**config.mk**
```make
export PLATFORM = sky130hd
export DESIGN_NAME = nfc_reader_anticollision_framer
export DESIGN_NICKNAME = d
export VERILOG_FILES = /design/src/logic/nfc_framer_pkg.sv /design/src/logic/nfc_reader_anticollision_framer.sv
export SDC_FILE = /design/constraint.sdc
export NUM_CORES = 1
export LEC_CHECK = 0
export BUFFER_PORTS_ARGS = -buffer_cell sky130_fd_sc_hd__buf_2
export CAP_MARGIN = 20
export CORE_ASPECT_RATIO = 0.8
export CORE_MARGIN = 2
export CORE_UTILIZATION = 46
export CTS_CLUSTER_SIZE = 10
export DETAILED_ROUTE_END_ITERATION = 6
export GPL_ROUTABILITY_DRIVEN = 0
export MAX_ROUTING_LAYER = met4
export PLACE_DENSITY = 0.61
export SLEW_MARGIN = 30
export SYNTH_ARGS = -nofsm -noshare
export SYNTH_HDL_FRONTEND = slang
export SYNTH_SLANG_ARGS = --single-unit
```
**constraint.sdc**
```tcl
create_clock -name clk -period 7.6 [get_ports clk]
set_clock_uncertainty 0.2 [all_clocks]
set_input_delay 0.38 -clock clk [delete_from_list [all_inputs] [get_ports clk]]
set_output_delay 0.38 -clock clk [all_outputs]
set_load 0.05 [all_outputs]
```
**src/logic/nfc_framer_pkg.sv**
```systemverilog
// constants, types and helpers shared by the reader anticollision framer
package nfc_framer_pkg;

  localparam int unsigned CLK_HZ       = 40000000;
  localparam int unsigned FC_HZ        = 13560000;
  localparam int unsigned ACC_W        = 26;
  localparam int unsigned HALF_STEP_FC = 64;
  localparam int unsigned BIT_FC_106   = 128;
  localparam int unsigned BIT_FC_212   = 64;
  localparam int unsigned BIT_FC_424   = 32;
  localparam logic [7:0]  SYNC_FIRST   = 8'hB2;
  localparam logic [7:0]  SYNC_SECOND  = 8'h4D;
  localparam logic [7:0]  REQA_CODE    = 8'h26;
  localparam logic [7:0]  WUPA_CODE    = 8'h52;
  localparam logic [6:0]  SHORT_BITS   = 7'h07;
  localparam logic [6:0]  BYTE_BITS    = 7'h08;
  localparam logic [15:0] CRC_A_INIT   = 16'h6363;
  localparam logic [15:0] CRC_S_INIT   = 16'h0000;
  localparam logic [15:0] CRC_POLY     = 16'h1021;
  localparam logic [15:0] CRC_POLY_REF = 16'h8408;
  localparam logic [6:0]  PRE_LEN_0    = 7'h30;
  localparam logic [6:0]  PRE_LEN_1    = 7'h50;
  localparam logic [6:0]  PRE_LEN_2    = 7'h60;
  localparam logic [6:0]  PRE_LEN_3    = 7'h78;

  typedef enum logic [2:0] {
    CMD_NONE     = 3'h0,
    CMD_TX_CRC   = 3'h1,
    CMD_TX_NOCRC = 3'h2,
    CMD_REQA     = 3'h3,
    CMD_WUPA     = 3'h4
  } cmd_t;

  typedef enum logic [1:0] {
    S_IDLE = 2'h0,
    S_TX   = 2'h1,
    S_MASK = 2'h2,
    S_RX   = 2'h3
  } state_t;

  typedef enum logic [2:0] {
    P_SYNC1 = 3'h0,
    P_SYNC2 = 3'h1,
    P_LEN   = 3'h2,
    P_PAY   = 3'h3,
    P_CRC1  = 3'h4,
    P_CRC2  = 3'h5,
    P_END   = 3'h6
  } phase_t;

  typedef struct packed {
    logic        sync_mode;
    logic        rate_424;
    logic        coll_tolerant;
    logic        rx_no_crc;
    logic        preamble_len_sel_hi;
    logic        preamble_len_sel_lo;
    logic [7:0]  tx_byte_count;
    logic [2:0]  tx_last_bits;
    logic [7:0]  mask_receive_timer;
    logic [15:0] no_response_timer;
  } cfg_t;

  typedef struct packed {
    logic tx_done;
    logic rx_done;
    logic no_response;
    logic collision;
    logic framing_err;
    logic parity_err;
    logic crc_err;
  } irq_t;

  function automatic logic [15:0] crc_step(input logic [15:0] c, input logic b,
                                           input logic msb_first);
    if (msb_first)
      crc_step = {c[14:0], 1'b0} ^ ((c[15] ^ b) ? CRC_POLY : 16'h0000);
    else
      crc_step = {1'b0, c[15:1]} ^ ((c[0] ^ b) ? CRC_POLY_REF : 16'h0000);
  endfunction : crc_step

  // byte as shifted out lsb first: reversed for msb-first, odd parity appended otherwise
  function automatic logic [8:0] frame_byte(input logic [7:0] b, input logic msb_first);
    logic [7:0] r;
    r = 8'h00;
    for (int i = 0; i < 8; i++)
      r[i] = b[7-i];
    frame_byte = msb_first ? {1'b0, r} : {~^b, b};
  endfunction : frame_byte

  function automatic logic [6:0] pre_len(input logic [1:0] sel);
    case (sel)
      2'h0:    pre_len = PRE_LEN_0;
      2'h1:    pre_len = PRE_LEN_1;
      2'h2:    pre_len = PRE_LEN_2;
      default: pre_len = PRE_LEN_3;
    endcase
  endfunction : pre_len

endpackage : nfc_framer_pkg

```
**src/logic/nfc_reader_anticollision_framer.sv**
```systemverilog
// transmit fifo and reader framer for anticollision and sync-word frames
`timescale 1ns/1ps

module framer_fifo #(
  parameter int WIDTH = 8,
  parameter int DEPTH = 4
) (
  input  wire logic             clk,
  input  wire logic             rst,
  input  wire logic [WIDTH-1:0] in_data,
  input  wire logic             in_valid,
  output logic                  in_ready,
  output logic      [WIDTH-1:0] out_data,
  output logic                  out_valid,
  input  wire logic             out_ready
);
  localparam int AW = (DEPTH > 1) ? $clog2(DEPTH) : 1;

  logic [WIDTH-1:0] mem_reg [DEPTH];
  logic [AW-1:0]    rd_reg, rd_next;
  logic [AW-1:0]    wr_reg, wr_next;
  logic [AW:0]      cnt_reg, cnt_next;
  logic             push;
  logic             pop;

  assign in_ready  = cnt_reg != (AW+1)'(DEPTH);
  assign out_valid = cnt_reg != '0;
  assign out_data  = mem_reg[rd_reg];

  always_comb
  begin
    push     = in_valid && in_ready;
    pop      = out_valid && out_ready;
    rd_next  = pop ? ((rd_reg == AW'(DEPTH-1)) ? '0 : rd_reg + AW'(1)) : rd_reg;
    wr_next  = push ? ((wr_reg == AW'(DEPTH-1)) ? '0 : wr_reg + AW'(1)) : wr_reg;
    cnt_next = cnt_reg + (AW+1)'(push) - (AW+1)'(pop);
  end

  always_ff @(posedge clk or posedge rst)
  begin
    if (rst)
    begin
      rd_reg  <= '0;
      wr_reg  <= '0;
      cnt_reg <= '0;
    end
    else
    begin
      rd_reg  <= rd_next;
      wr_reg  <= wr_next;
      cnt_reg <= cnt_next;
    end
  end

  always_ff @(posedge clk)
  begin
    if (push)
      mem_reg[wr_reg] <= in_data;
  end
endmodule : framer_fifo

////////////////////////////////////////////////////////////////////////////////

module nfc_reader_anticollision_framer
  import nfc_framer_pkg::*;
#(
  parameter int FIFO_DEPTH = 4
) (
  input  wire logic       clk,
  input  wire logic       rst,
  input  wire cfg_t       cfg,
  input  wire cmd_t       cmd,
  input  wire logic       cmd_valid,
  input  wire logic [7:0] host_data,
  input  wire logic       host_valid,
  output logic            host_ready,
  output logic            tx_bit,
  output logic            tx_strobe,
  input  wire logic       rx_bit,
  input  wire logic       rx_bit_valid,
  input  wire logic       rx_coll,
  input  wire logic       rx_end,
  output logic [7:0]      rx_data,
  output logic            rx_valid,
  output logic [2:0]      rx_last_bits,
  output logic [7:0]      rx_count,
  output logic            rx_active,
  output logic            busy,
  output irq_t            irq
);

  typedef struct packed {
    state_t      st;
    phase_t      ph;
    logic [6:0]  bl;
    logic [8:0]  sh;
    logic        par;
    logic        crc_on;
    logic [15:0] crc;
    logic [7:0]  left;
    logic        with_crc;
    logic        msb;
    logic [7:0]  mrt_cnt;
    logic [15:0] nrt_cnt;
    logic        heard;
    logic [3:0]  rcnt;
    logic [15:0] rsh;
    logic        rcol;
    logic        zeros;
    logic        hunt_ok;
    logic        got_len;
    logic [8:0]  rrem;
    logic [7:0]  rx_data;
    logic        rx_valid;
    logic [2:0]  rx_last_bits;
    logic [7:0]  rx_count;
    logic        tx_bit;
    logic        tx_strobe;
    irq_t        irq;
  } fr_t;

  fr_t              r, n;
  logic [7:0]       fifo_data;
  logic             fifo_valid;
  logic             pop;
  logic             fin;
  logic [7:0]       rbyte;
  logic [ACC_W-1:0] acc_reg, acc_next;
  logic [ACC_W:0]   acc_sum;
  logic [6:0]       fcc_reg, fcc_next;
  logic [6:0]       bit_mask;
  logic             fc_tick;
  logic             bit_tick;
  logic             step_tick;

  framer_fifo #(.WIDTH(8), .DEPTH(FIFO_DEPTH)) u_fifo (
    .clk       (clk),
    .rst       (rst),
    .in_data   (host_data),
    .in_valid  (host_valid),
    .in_ready  (host_ready),
    .out_data  (fifo_data),
    .out_valid (fifo_valid),
    .out_ready (pop)
  );

  //////////////////////////////////////////////////////////////////////////////
  // fc enable from the system clock, bit and half-step enables from fc

  always_comb
  begin
    acc_sum  = {1'b0, acc_reg} + (ACC_W+1)'(FC_HZ);
    fc_tick  = acc_sum >= (ACC_W+1)'(CLK_HZ);
    acc_next = fc_tick ? ACC_W'(acc_sum - (ACC_W+1)'(CLK_HZ)) : ACC_W'(acc_sum);
    bit_mask = !cfg.sync_mode ? 7'(BIT_FC_106 - 1) :
               cfg.rate_424   ? 7'(BIT_FC_424 - 1) : 7'(BIT_FC_212 - 1);
    bit_tick  = fc_tick && ((fcc_reg & bit_mask) == bit_mask);
    step_tick = fc_tick && (fcc_reg[5:0] == 6'(HALF_STEP_FC - 1));
    fcc_next  = fc_tick ? fcc_reg + 7'h01 : fcc_reg;
    if (r.st == S_IDLE)
      fcc_next = '0;
  end

  always_ff @(posedge clk or posedge rst)
  begin
    if (rst)
    begin
      acc_reg <= '0;
      fcc_reg <= '0;
    end
    else
    begin
      acc_reg <= acc_next;
      fcc_reg <= fcc_next;
    end
  end

  //////////////////////////////////////////////////////////////////////////////
  // framer

  always_comb
  begin
    n            = r;
    pop          = 1'b0;
    fin          = 1'b0;
    rbyte        = {r.rsh[6:0], rx_bit};
    n.irq        = '0;
    n.rx_valid   = 1'b0;
    n.tx_strobe  = 1'b0;
    unique case (r.st)
      S_IDLE:
      begin
        if (cmd_valid && cmd != CMD_NONE)
        begin
          n.st       = S_TX;
          n.msb      = cfg.sync_mode;
          n.crc      = cfg.sync_mode ? CRC_S_INIT : CRC_A_INIT;
          n.with_crc = cmd == CMD_TX_CRC;
          n.left     = cfg.tx_byte_count;
          n.crc_on   = 1'b0;
          n.par      = 1'b0;
          n.sh       = '0;
          n.bl       = '0;
          n.ph       = P_PAY;
          if (cmd == CMD_REQA || cmd == CMD_WUPA)
          begin
            n.sh = {1'b0, (cmd == CMD_REQA) ? REQA_CODE : WUPA_CODE};
            n.bl = SHORT_BITS;
            n.ph = P_END;
          end
          else if (cfg.sync_mode)
          begin
            n.bl = pre_len({cfg.preamble_len_sel_hi, cfg.preamble_len_sel_lo});
            n.ph = P_SYNC1;
          end
        end
      end
      S_TX:
      begin
        if (r.bl != '0 && bit_tick)
        begin
          n.tx_bit    = r.sh[0];
          n.tx_strobe = 1'b1;
          n.sh        = r.sh >> 1;
          n.bl        = r.bl - 7'h01;
          if (r.crc_on && !(r.par && r.bl == 7'h01))
            n.crc = crc_step(r.crc, r.sh[0], r.msb);
        end
        else if (r.bl == '0)
        begin
          n.crc_on = 1'b1;
          n.par    = !r.msb;
          n.bl     = r.msb ? BYTE_BITS : BYTE_BITS + 7'h01;
          unique case (r.ph)
            P_SYNC1:
            begin
              n.crc_on = 1'b0;
              n.sh     = frame_byte(SYNC_FIRST, 1'b1);
              n.ph     = P_SYNC2;
            end
            P_SYNC2:
            begin
              n.crc_on = 1'b0;
              n.sh     = frame_byte(SYNC_SECOND, 1'b1);
              n.ph     = P_LEN;
            end
            P_LEN:
            begin
              n.sh = frame_byte(cfg.tx_byte_count + 8'h01, 1'b1);
              n.ph = P_PAY;
            end
            P_PAY:
            begin
              if (r.left == '0)
              begin
                n.bl = '0;
                n.ph = r.with_crc ? P_CRC1 : P_END;
              end
              else if (fifo_valid)
              begin
                pop    = 1'b1;
                n.left = r.left - 8'h01;
                n.sh   = frame_byte(fifo_data, r.msb);
                if (r.left == 8'h01)
                  n.ph = r.with_crc ? P_CRC1 : P_END;
                if (r.left == 8'h01 && !r.msb && !r.with_crc && cfg.tx_last_bits != '0)
                begin
                  n.bl  = {4'h0, cfg.tx_last_bits};
                  n.par = 1'b0;
                end
              end
              else
                n.bl = '0;
            end
            P_CRC1:
            begin
              n.crc_on = 1'b0;
              n.sh     = frame_byte(r.msb ? r.crc[15:8] : r.crc[7:0], r.msb);
              n.ph     = P_CRC2;
            end
            P_CRC2:
            begin
              n.crc_on = 1'b0;
              n.sh     = frame_byte(r.msb ? r.crc[7:0] : r.crc[15:8], r.msb);
              n.ph     = P_END;
            end
            P_END:
            begin
              n.bl          = '0;
              n.irq.tx_done = 1'b1;
              n.st          = S_MASK;
              n.crc         = r.msb ? CRC_S_INIT : CRC_A_INIT;
              n.mrt_cnt     = '0;
              n.nrt_cnt     = '0;
              n.heard       = 1'b0;
              n.rcnt        = '0;
              n.rsh         = 16'hFFFF;
              n.rcol        = 1'b0;
              n.zeros       = 1'b0;
              n.hunt_ok     = 1'b0;
              n.got_len     = 1'b0;
              n.rx_count    = '0;
            end
            default:
              n.ph = P_END;
          endcase
        end
      end
      S_MASK:
      begin
        if (step_tick)
          n.mrt_cnt = r.mrt_cnt + 8'h01;
        if (r.mrt_cnt >= cfg.mask_receive_timer)
          n.st = S_RX;
      end
      S_RX:
      begin
        if (rx_end)
        begin
          fin = 1'b1;
          if (!r.msb && r.rcnt != '0)
          begin
            n.rx_data      = r.rsh[15:8] >> (4'h8 - r.rcnt);
            n.rx_last_bits = r.rcnt[2:0];
            n.rx_valid     = 1'b1;
            n.rx_count     = r.rx_count + 8'h01;
          end
          if (r.msb)
            n.irq.framing_err = 1'b1;
        end
        else if (rx_bit_valid && r.msb)
        begin
          n.heard = 1'b1;
          n.rsh   = {r.rsh[14:0], rx_bit};
          if (!r.hunt_ok)
          begin
            if (r.rsh == '0)
              n.zeros = 1'b1;
            if (r.zeros && {r.rsh[14:0], rx_bit} == {SYNC_FIRST, SYNC_SECOND})
              n.hunt_ok = 1'b1;
          end
          else
          begin
            n.crc  = crc_step(r.crc, rx_bit, 1'b1);
            n.rcnt = r.rcnt + 4'h1;
            if (r.rcnt == 4'h7)
            begin
              n.rcnt = '0;
              n.rrem = r.rrem - 9'h001;
              if (!r.got_len)
              begin
                n.got_len = 1'b1;
                n.rrem    = {1'b0, rbyte} + 9'h001;
                if (rbyte < 8'h02)
                begin
                  n.irq.framing_err = 1'b1;
                  fin               = 1'b1;
                end
              end
              if (!r.got_len || r.rrem > 9'h002)
              begin
                n.rx_data      = rbyte;
                n.rx_last_bits = '0;
                n.rx_valid     = 1'b1;
                n.rx_count     = r.rx_count + 8'h01;
              end
              if (r.got_len && r.rrem == 9'h001)
                fin = 1'b1;
            end
          end
        end
        else if (rx_bit_valid)
        begin
          n.heard = 1'b1;
          if (r.rcnt == 4'h8)
          begin
            n.rcnt         = '0;
            n.rcol         = 1'b0;
            n.rx_data      = r.rsh[15:8];
            n.rx_last_bits = '0;
            n.rx_valid     = 1'b1;
            n.rx_count     = r.rx_count + 8'h01;
            if (!r.rcol && rx_bit != ~^r.rsh[15:8])
              n.irq.parity_err = 1'b1;
          end
          else
          begin
            n.rsh  = {rx_bit, r.rsh[15:1]};
            n.rcnt = r.rcnt + 4'h1;
            n.crc  = crc_step(r.crc, rx_bit, 1'b0);
            if (rx_coll)
            begin
              n.rcol = 1'b1;
              if (cfg.coll_tolerant)
                n.irq.collision = 1'b1;
              else
                n.irq.framing_err = 1'b1;
            end
          end
        end
      end
    endcase
    if ((r.st == S_MASK || r.st == S_RX) && !r.heard && cfg.no_response_timer != '0)
    begin
      if (step_tick)
        n.nrt_cnt = r.nrt_cnt + 16'h0001;
      if (r.nrt_cnt >= cfg.no_response_timer)
      begin
        n.irq.no_response = 1'b1;
        n.st              = S_IDLE;
      end
    end
    if (fin)
    begin
      n.st          = S_IDLE;
      n.irq.rx_done = 1'b1;
      if ((r.msb || !cfg.rx_no_crc) && n.crc != '0)
        n.irq.crc_err = 1'b1;
    end
  end

  always_ff @(posedge clk or posedge rst)
  begin
    if (rst)
      r <= '0;
    else
      r <= n;
  end

  assign tx_bit       = r.tx_bit;
  assign tx_strobe    = r.tx_strobe;
  assign rx_data      = r.rx_data;
  assign rx_valid     = r.rx_valid;
  assign rx_last_bits = r.rx_last_bits;
  assign rx_count     = r.rx_count;
  assign rx_active    = r.st == S_RX;
  assign busy         = r.st != S_IDLE;
  assign irq          = r.irq;
endmodule : nfc_reader_anticollision_framer

```
=== Yosys cells after proc, flatten, opt, wreduce, memory -nomap -nowiden ===
Memory sizes are Yosys's and may differ from the RTL's.
Index checks and enable logic that the tools add are counted.

* Add/subtract/negate cells: 17
* Magnitude comparators: 5
* Equality and inequality tests: 63
* Shift-type cells: 1
* Mux-type cells: 153
* Bitwise gates (word level): 10
* Reductions and logical operators: 73

{| class="wikitable"
|+ Operator list
! kind !! number
|-
| $mux W16 || 16
|-
| $mux W49 || 4
|-
| $mux W10 || 12
|-
| $mux W20 || 6
|-
| $mux W8 || 10
|-
| $mux W30 || 2
|-
| $pmux W9 S6 || 1
|-
| $pmux W25 S2 || 1
|-
| $pmux W16 S3 || 1
|-
| $pmux W8 S2 || 3
|-
| $mux W1 || 47
|-
| $mux W47 || 1
|-
| $mux W9 || 5
|-
| $mux W7 || 6
|-
| $pmux W21 S2 || 1
|-
| $reduce_and A7 Y1 || 5
|-
| $mux W34 || 1
|-
| $reduce_bool A16 Y1 || 2
|-
| $reduce_xnor A8 Y1 || 4
|-
| $xor A15 B16 Y16 || 2
|-
| $xor A16 B13 Y16 || 2
|-
| $mux W15 || 2
|-
| $add A26 B24 Y27 const B || 1
|-
| $ge A27 B26 Y1 const B || 1
|-
| 77 further kinds || 186
|}

* Register bits: 176
* Memory bits (writable): 32
* Input bits: 60
* Logic and storage cells: 361
* Memories kept: 1

{| class="wikitable"
|+ Memory list
! name !! depth !! bits a word !! read ports !! clocked after memory_dff !! write ports !! line !! source
|-
| u_fifo.mem_reg || 4 || 8 || 1 || 0 || 1 || nfc_reader_anticollision_framer.sv:19 || <nowiki>logic [WIDTH-1:0] mem_reg [DEPTH];</nowiki>
|}

=== Logic depth before layout (Yosys ltp) ===
Gate-level depths: netlist (run 1).

* Depth after elaboration: 19
* Mapped depth: 21
* Depth with buffers taken out: 19

=== Cells and area by module ===
A second synthesis (run 1) with hierarchy kept.

* Cell total of the unflattened synthesis: 1661
* Area total of the unflattened synthesis: 14149.8 µm²

{| class="wikitable"
|+ Modules (own cells, without submodules)
! module !! instances !! cells each !! area each (µm²) !! seq. area each (µm²)
|-
| nfc_reader_anticollision_framer || 1 || 1580 || 12548.3 || 4078.9
|-
| framer_fifo || 1 || 81 || 1601.5 || 1136.1
|}

=== Worst setup path after synthesis (run 1) ===
Ideal clock, no wire load.

* Kind: reg2reg
* From: reg acc_reg[6]
* To: reg r, in the netlist irq[0]
* Arrival time: 3737 ps
* Required time: 7277 ps
* Path slack: 3540 ps
* Stages on the path, launching flop included: 21
* Buffers on the path: 1
* Period minus slack after synthesis: 4060 ps
* Path through: dfrtp_1 inv_1 ha_1 buf_4 nor2b_1 nand2_1 xor2_1 ha_1 o21ai_1 a22o_1 a211oi_1 a211oi_1 o2111ai_2 nand3_2 nand2_4 inv_4 a21oi_1 a21oi_1 a2bb2oi_1 or4_1 o221a_1

{| class="wikitable"
|+ RTL lines
! item !! line !! source
|-
| start, declared || nfc_reader_anticollision_framer.sv:128 || <nowiki>logic [ACC_W-1:0] acc_reg, acc_next;</nowiki>
|-
| start signal, assigned || nfc_reader_anticollision_framer.sv:173 || <nowiki>acc_reg <= acc_next;</nowiki>
|-
| end signal, assigned || nfc_reader_anticollision_framer.sv:427 || <nowiki>r <= n;</nowiki>
|-
| end, declared || nfc_reader_anticollision_framer.sv:122 || <nowiki>fr_t r, n;</nowiki>
|}

==> results of run 1 <==
[cells in the final DEF (no fill, tap or decap), types with 8 or more instances in the layout]
cell,Yosys,final
nand4_1,14,14
inv_1,70,69
clkbuf_1,68,8
dlygate4sd3_1,0,17
nand3_1,45,45
buf_2,6,91
xnor2_1,55,55
a31oi_1,11,11
a22o_1,10,10
a211oi_1,15,15
o221ai_1,16,16
o21a_1,13,13
nor2_1,130,128
a221oi_1,21,21
o22ai_1,14,14
and3_1,24,24
mux4_2,10,10
nor2b_1,22,22
nand2b_1,14,14
clkbuf_16,0,25
xor2_1,39,39
a21o_1,15,15
nor4_1,10,10
ha_1,54,54
a22oi_1,17,17
a21oi_1,106,106
o21ai_0,169,168
and2_1,18,18
nor3_1,24,23
edfxtp_1,32,32
mux2i_1,36,36
o211ai_1,8,8
nand2_1,178,178
or3_1,11,11
dfrtp_1,170,169
[worst max-delay path, delay by kind of cell (launching register included)]
kind            cells  cell delay (ns)
flops               1             0.42
xor+xnor            1             0.20
buf+inv             2             0.25
fa+ha+maj           2             0.64
compound gates      8             1.84
simple gates        6             1.40
[worst max path at each step]
stage,slack [ns],endpoint
after floorplan,2.42,acc_reg[10]$_DFF_PP0_
after global placement,2.85,irq[0]$_DFF_PP0_
after detailed placement,2.56,irq[0]$_DFF_PP0_
after CTS,2.54,irq[0]$_DFF_PP0_
after global routing,2.08,irq[0]$_DFF_PP0_
final,2.50,irq[0]$_DFF_PP0_
[power groups by stage]
stage / Combinational (W) / Clock [W] / Sequential [W]
global placement: 0.00131 / 0 / 0.00150
finish: 0.00135 / 0.00109 / 0.00149
CTS: 0.00134 / 0.00112 / 0.00148
global route: 0.00150 / 0.00117 / 0.00151
detailed placement: 0.00132 / 0 / 0.00150
floorplan: 0.00111 / 0 / 0.00137
[through the flow]
stage	instance area [sq um]	power (W)	hold slack [ns]	worst slack [ns]
5_1_grt	15300	0.00418	0.0201	2.08
6_report	15300	0.00393	0.0314	2.50
3_3_place_gp	14400	0.00280	0.266	2.85
3_5_place_dp	14400	0.00282	0.270	2.56
4_1_cts	15300	0.00394	0.0114	2.54
2_1_floorplan	13900	0.00248	0.240	2.42
[cell type report]
cell class / instances / area (sq um)
fillers: 2814 / 14200
multi-input cells: 1209 / 7840
flip-flops and latches: 202 / 5220
clock buffers: 37 / 711
repair buffers: 116 / 689
well taps: 406 / 508
inverters: 73 / 284
clock inverters: 3 / 18.8
[kinds of logic (layout without fill, tap and decap cells)]
logic type | Yosys count | in the layout
multiplexers | 50 | 50
AND/OR/NAND/NOR | 527 | 527
buffers and inverters | 188 | 229
flip-flops | 202 | 202
adder cells (fa/ha/maj) | 55 | 55
AO/OA/AOI/OAI | 482 | 482
XOR/XNOR | 95 | 95
[routing by layer]
layer  track usage, %  vias up  wire (um)
li1                 -     5818          -
met1             35.9     5779      17900
met2             35.5      412      16100
met3             4.05       60       2430
met4             5.19        0        695
met5                -        -          0
[what timing repair did]
item                      4_1_cts  5_1_grt
hold endpoints to repair      137        0
resized for setup               0        0
hold buffers                   17        0
==> impl_metrics.env, run 1 <==
export IMPL_outcome="finished clean"
export IMPL_p_int_w=0.00242
export IMPL_r2r_slack_ns=2.50
export IMPL_dr_pass1_iters=7
export IMPL_root_buffer="clkbuf_16"
export IMPL_slowest_stage="a2111oi_0"
export IMPL_ys_seq_area_share_pct=37.6
export IMPL_switchingPower_w=0.00151
export IMPL_synth_top_family_by_area="compound AO/OA/AOI/OAI gates"
export IMPL_drc_errors=0
export IMPL_grt_util_all_layers_pct=24.5
export IMPL_hold_end="r[95]$_DFFE_PP0P_"
export IMPL_worst_pin_slew_ns=0.927
export IMPL_hold_depth=3
export IMPL_antenna_found_initial=0
export IMPL_avgSynthCellArea_sq_um=8.67
export IMPL_ys_ff_latch=202
export IMPL_place_port_buffers=91
export IMPL_instances_no_fill=2046
export IMPL_postCtsSetupBuffers=0
export IMPL_power_frac_comb_pct=34.3
export IMPL_die_y_um=159
export IMPL_required_ns=7.82
export IMPL_cp_slowest_stage_delay_ns=0.43
export IMPL_viasPerCell=5.90
export IMPL_end_kind="flop"
export IMPL_fin_crit_ns=5.10
export IMPL_switching_share_pct=38.5
export IMPL_dp_cells=1989
export IMPL_synth_net_count=1714
export IMPL_cap_violations=0
export IMPL_slew_viol_final=0
export IMPL_yosysWarnings=0
export IMPL_max_freq_mhz=196
export IMPL_cts_sinks=202
export IMPL_rr_endpoint="irq[0]$_DFF_PP0_"
export IMPL_synth_edf_count=32
export IMPL_setup_violations=0
export IMPL_cts_max_level=1
export IMPL_initial_utilization_pct=47.0
export IMPL_avgRoutedWirePerCell_um=18.1
export IMPL_worstSetupPathType="reg -> reg"
export IMPL_drtIter0Drc=929
export IMPL_ys_flop_type="dfrtp_1"
export IMPL_reg2reg_from="acc_reg[7]$_DFF_PP0_"
export IMPL_ys_types=95
export IMPL_drive_gt1_share_pct=11.2
export IMPL_p_clk_share_pct=27.7
export IMPL_netlist_top_cells_count="nand2_1 (178), dfrtp_1 (170), o21ai_0 (169)"
export IMPL_cts_inserted_buffers=25
export IMPL_startpoint="acc_reg[7]$_DFF_PP0_"
export IMPL_die_w_um=198
export IMPL_largest_reg_flops=107
export IMPL_grt_pass1_vias=11548
export IMPL_setup_tns_ns=0
export IMPL_timing_final_crit_share_pct=67.2
export IMPL_drt_total_wl_um=37100
export IMPL_core_area_sq_um=29500
export IMPL_total_leakage_power_nw=6.53
export IMPL_synthXorXnorAreaFrac_pct=6.05
export IMPL_synth_compound_area_share_pct=22.7
export IMPL_ant_nets=0
export IMPL_num_vias=12069
export IMPL_cts_tree="yes"
export IMPL_synth_top_area_share_pct=30.7
export IMPL_clk_pin_slew_ns=0.06
export IMPL_dieArea_sq_um=31600
export IMPL_diodes=0
export IMPL_grt_max_degree=101
export IMPL_io_pins=92
export IMPL_grt_remaining_overflow=0
export IMPL_area_growth_pct=10.1
export IMPL_worstSkewPairLatency_ns=0.55
export IMPL_cts_buffer_depth=3
export IMPL_grt_pass1_wl_um=61300
export IMPL_slew_headroom_pct=38.0
export IMPL_crit_chain="inv_1, ha_1, nor2b_1, nand2_1, xor2_1, ha_1, o21ai_1, a22o_1, a211oi_1, a211oi_1, o2111ai_2, nand3_2, nand2_4, inv_4, a2111oi_0, a211oi_1, nor4_1, nand4b_1, o221a_1"
export IMPL_synth_top_area_cell="dfrtp_1"
export IMPL_fin_util_pct=51.8
export IMPL_nNetsFinal=1742
export IMPL_grt_setup_unrepaired="no"
export IMPL_seqPwrFrac_pct=37.9
export IMPL_cp_common_cell="a211oi_1"
export IMPL_syn_cell_area_sq_um=13900
export IMPL_dp_hpwl_um=26200
export IMPL_hp_class="in -> reg"
export IMPL_critPathMaxFanout=26
export IMPL_synth_most_common_cell="nand2_1"
export IMPL_ir_drop_v=0.000301
export IMPL_critPathLaunchType="flop"
export IMPL_rows=56
export IMPL_synth_area_mux_share_pct=4.55
export IMPL_min_delay_start="cfg[33]"
export IMPL_reg2reg_depth=19
export IMPL_synth_adder_area_share_pct=5.02
export IMPL_worstPathArrival_ns=5.32
export IMPL_async_flop_share_pct=84.2
export IMPL_synthCells=1599
export IMPL_hold_violations=0
export IMPL_p_per_area_nw_per_um2=257
export IMPL_synth_simple_area_share_pct=18.2
export IMPL_synthTopCellsByArea="dfrtp_1 (31%), edfxtp_1 (6.9%), o21ai_0 (6.1%), ha_1 (4.9%), nand2_1 (4.8%)"
Note: power is estimated with default switching activity, not from simulation.
==> inputs of run 2 (changes only) <==
Clock period 7.6 ns to 5 ns, I/O delays scaled along.
==> impl_metrics.env, run 2 (synthesis results as in run 1) <==
export IMPL_outcome="finished clean"
export IMPL_clk_pin_slew_ns=0.05
export IMPL_drt_total_wl_um=36900
export IMPL_gr_usage_met1_pct=34.8
export IMPL_met3_usage_pct=3.92
export IMPL_worstSkewPairLatency_ns=0.52
export IMPL_worst_pin_slew_ns=0.752
export IMPL_worstPathArrival_ns=4.75
export IMPL_required_ns=5.20
export IMPL_cap_violations=0
export IMPL_setup_tns_ns=0
export IMPL_total_leakage_power_nw=6.62
export IMPL_layout_common_cells="nand2_1 (178), dfrtp_1 (169), o21ai_0 (168)"
export IMPL_max_freq_mhz=220
export IMPL_grt_pass1_wl_um=60500
export IMPL_num_vias=12058
export IMPL_worstSetupPathType="reg -> reg"
export IMPL_root_buffer="clkbuf_16"
export IMPL_drc_errors=0
export IMPL_nNetsFinal=1766
export IMPL_ir_drop_v=0.000255
export IMPL_drive_gt1_share_pct=11.6
export IMPL_postCtsSetupBuffers=0
export IMPL_cts_buffer_depth=3
export IMPL_slew_headroom_pct=49.8
export IMPL_grt_max_degree=171
export IMPL_dp_hpwl_um=26200
export IMPL_busiest_layer="met2"
export IMPL_avgRoutedWirePerCell_um=17.8
export IMPL_timing_final_crit_share_pct=90.9
export IMPL_fin_crit_ns=4.55
export IMPL_grt_util_all_layers_pct=24.1
export IMPL_largest_reg_flops=107
export IMPL_slew_viol_final=0
export IMPL_end_kind="flop"
export IMPL_grt_setup_unrepaired="no"
export IMPL_core_area_sq_um=29500
export IMPL_drtIter0Drc=841
export IMPL_rows=56
export IMPL_dieArea_sq_um=31600
export IMPL_whs_ns=0.0365
export IMPL_place_port_buffers=91
export IMPL_viasPerCell=5.83
export IMPL_cts_tree="yes"
export IMPL_grtUsageMet2_pct=35.4
export IMPL_cts_inserted_buffers=24
export IMPL_die_y_um=159
export IMPL_hp_class="in -> reg"
export IMPL_io_pins=92
export IMPL_die_w_um=198
export IMPL_dr_pass1_iters=6
export IMPL_mostFrequentLayoutCell="nand2_1"
export IMPL_initial_utilization_pct=47.0
export IMPL_grt_remaining_overflow=0
export IMPL_setup_violations=0
export IMPL_critPathMaxFanout=26
export IMPL_critPathLaunchType="flop"
export IMPL_antenna_found_initial=0
export IMPL_fin_util_pct=52.4
export IMPL_ant_nets=0
export IMPL_grt_pass1_vias=11503
export IMPL_p_per_area_nw_per_um2=382
export IMPL_area_growth_pct=11.3
export IMPL_diodes=0
export IMPL_cts_sinks=202
export IMPL_cts_max_level=1
export IMPL_hold_violations=0
run 2: cell count changes in the layout (fill, tap and decap cells not counted), sizes merged:
cell	delta
buf	+14
clkinvlp	+1
dlygate4sd3	+11
clkinv	-1
clkbuf	-2
inv	-2
run 2: critical path, cell delays in order (launching register included):
cell       delay (ns)
dfrtp_1          0.42
inv_1            0.10
ha_2             0.26
nor2b_1          0.17
nand2_1          0.08
xor2_1           0.20
ha_1             0.25
o21ai_1          0.09
a22o_1           0.25
a211oi_1         0.31
a211oi_1         0.14
o2111ai_2        0.22
nand3_2          0.13
nand2_4          0.14
inv_4            0.14
a2111oi_1        0.38
a211oi_1         0.13
nor4_1           0.36
nand4b_1         0.18
o221a_1          0.27
run 2: timing repair:
item	4_1_cts	5_1_grt
hold buffers	28	0
endpoints found under the hold margin	220	0
resized for setup	0	1
setup endpoints to repair	0	1
run 2: stage by stage:
stage / area, sq um / instances / setup WS [ns] / power (W)
after floorplan: 13900 / 1599 / 0.940 / 0.00377
after global placement: 14500 / 2002 / 0.556 / 0.00429
after detailed placement: 14500 / 2002 / 0.433 / 0.00432
after CTS: 15400 / 2066 / 0.405 / 0.00592
after global routing: 15400 / 2067 / 0.0357 / 0.00628
final: 15400 / 2067 / 0.453 / 0.00590
run 2: final timing paths:
path                       slack (ns)  depth (start not counted)                   start                      endpoint
hold / removal                   0.04                          3              host_valid  u_fifo.wr_reg[0]$_DFFE_PP0P_
setup reg to reg                 0.45                         19    acc_reg[6]$_DFF_PP0_              irq[0]$_DFF_PP0_
hold reg to reg                  0.27                          2  rx_data[6]$_DFFE_PP0P_        rx_data[6]$_DFFE_PP0P_
min in group asynchronous        0.13                          4                     rst              irq[4]$_DFF_PP0_
max in group asynchronous        3.58                          5                     rst  u_fifo.wr_reg[0]$_DFFE_PP0P_
setup / recovery                 0.45                         19    acc_reg[6]$_DFF_PP0_              irq[0]$_DFF_PP0_
run 2: area by class of cell:
type,instances,area (sq um)
inverters,73,280
clock inverters,1,5.00
well taps,406,508
fillers,2756,14100
clock buffers,35,663
multi-input cells,1209,7840
flip-flops and latches,202,5220
repair buffers,141,933
run 2: where the power goes:
group / leakage [nW] / internal, W / switching, W / total [W]
clock network: 0.324 / 0.000903 / 0.000659 / 0.00156
registers: 2.51 / 0.00192 / 0.000310 / 0.00223
logic: 3.79 / 0.000815 / 0.00130 / 0.00211
run 2: layer usage:
layer | share of wire, % | up-vias
li1 | - | 5846
met5 | 0 | -
met2 | 44 | 358
met3 | 6.3 | 59
met1 | 48 | 5795
met4 | 1.9 | 0
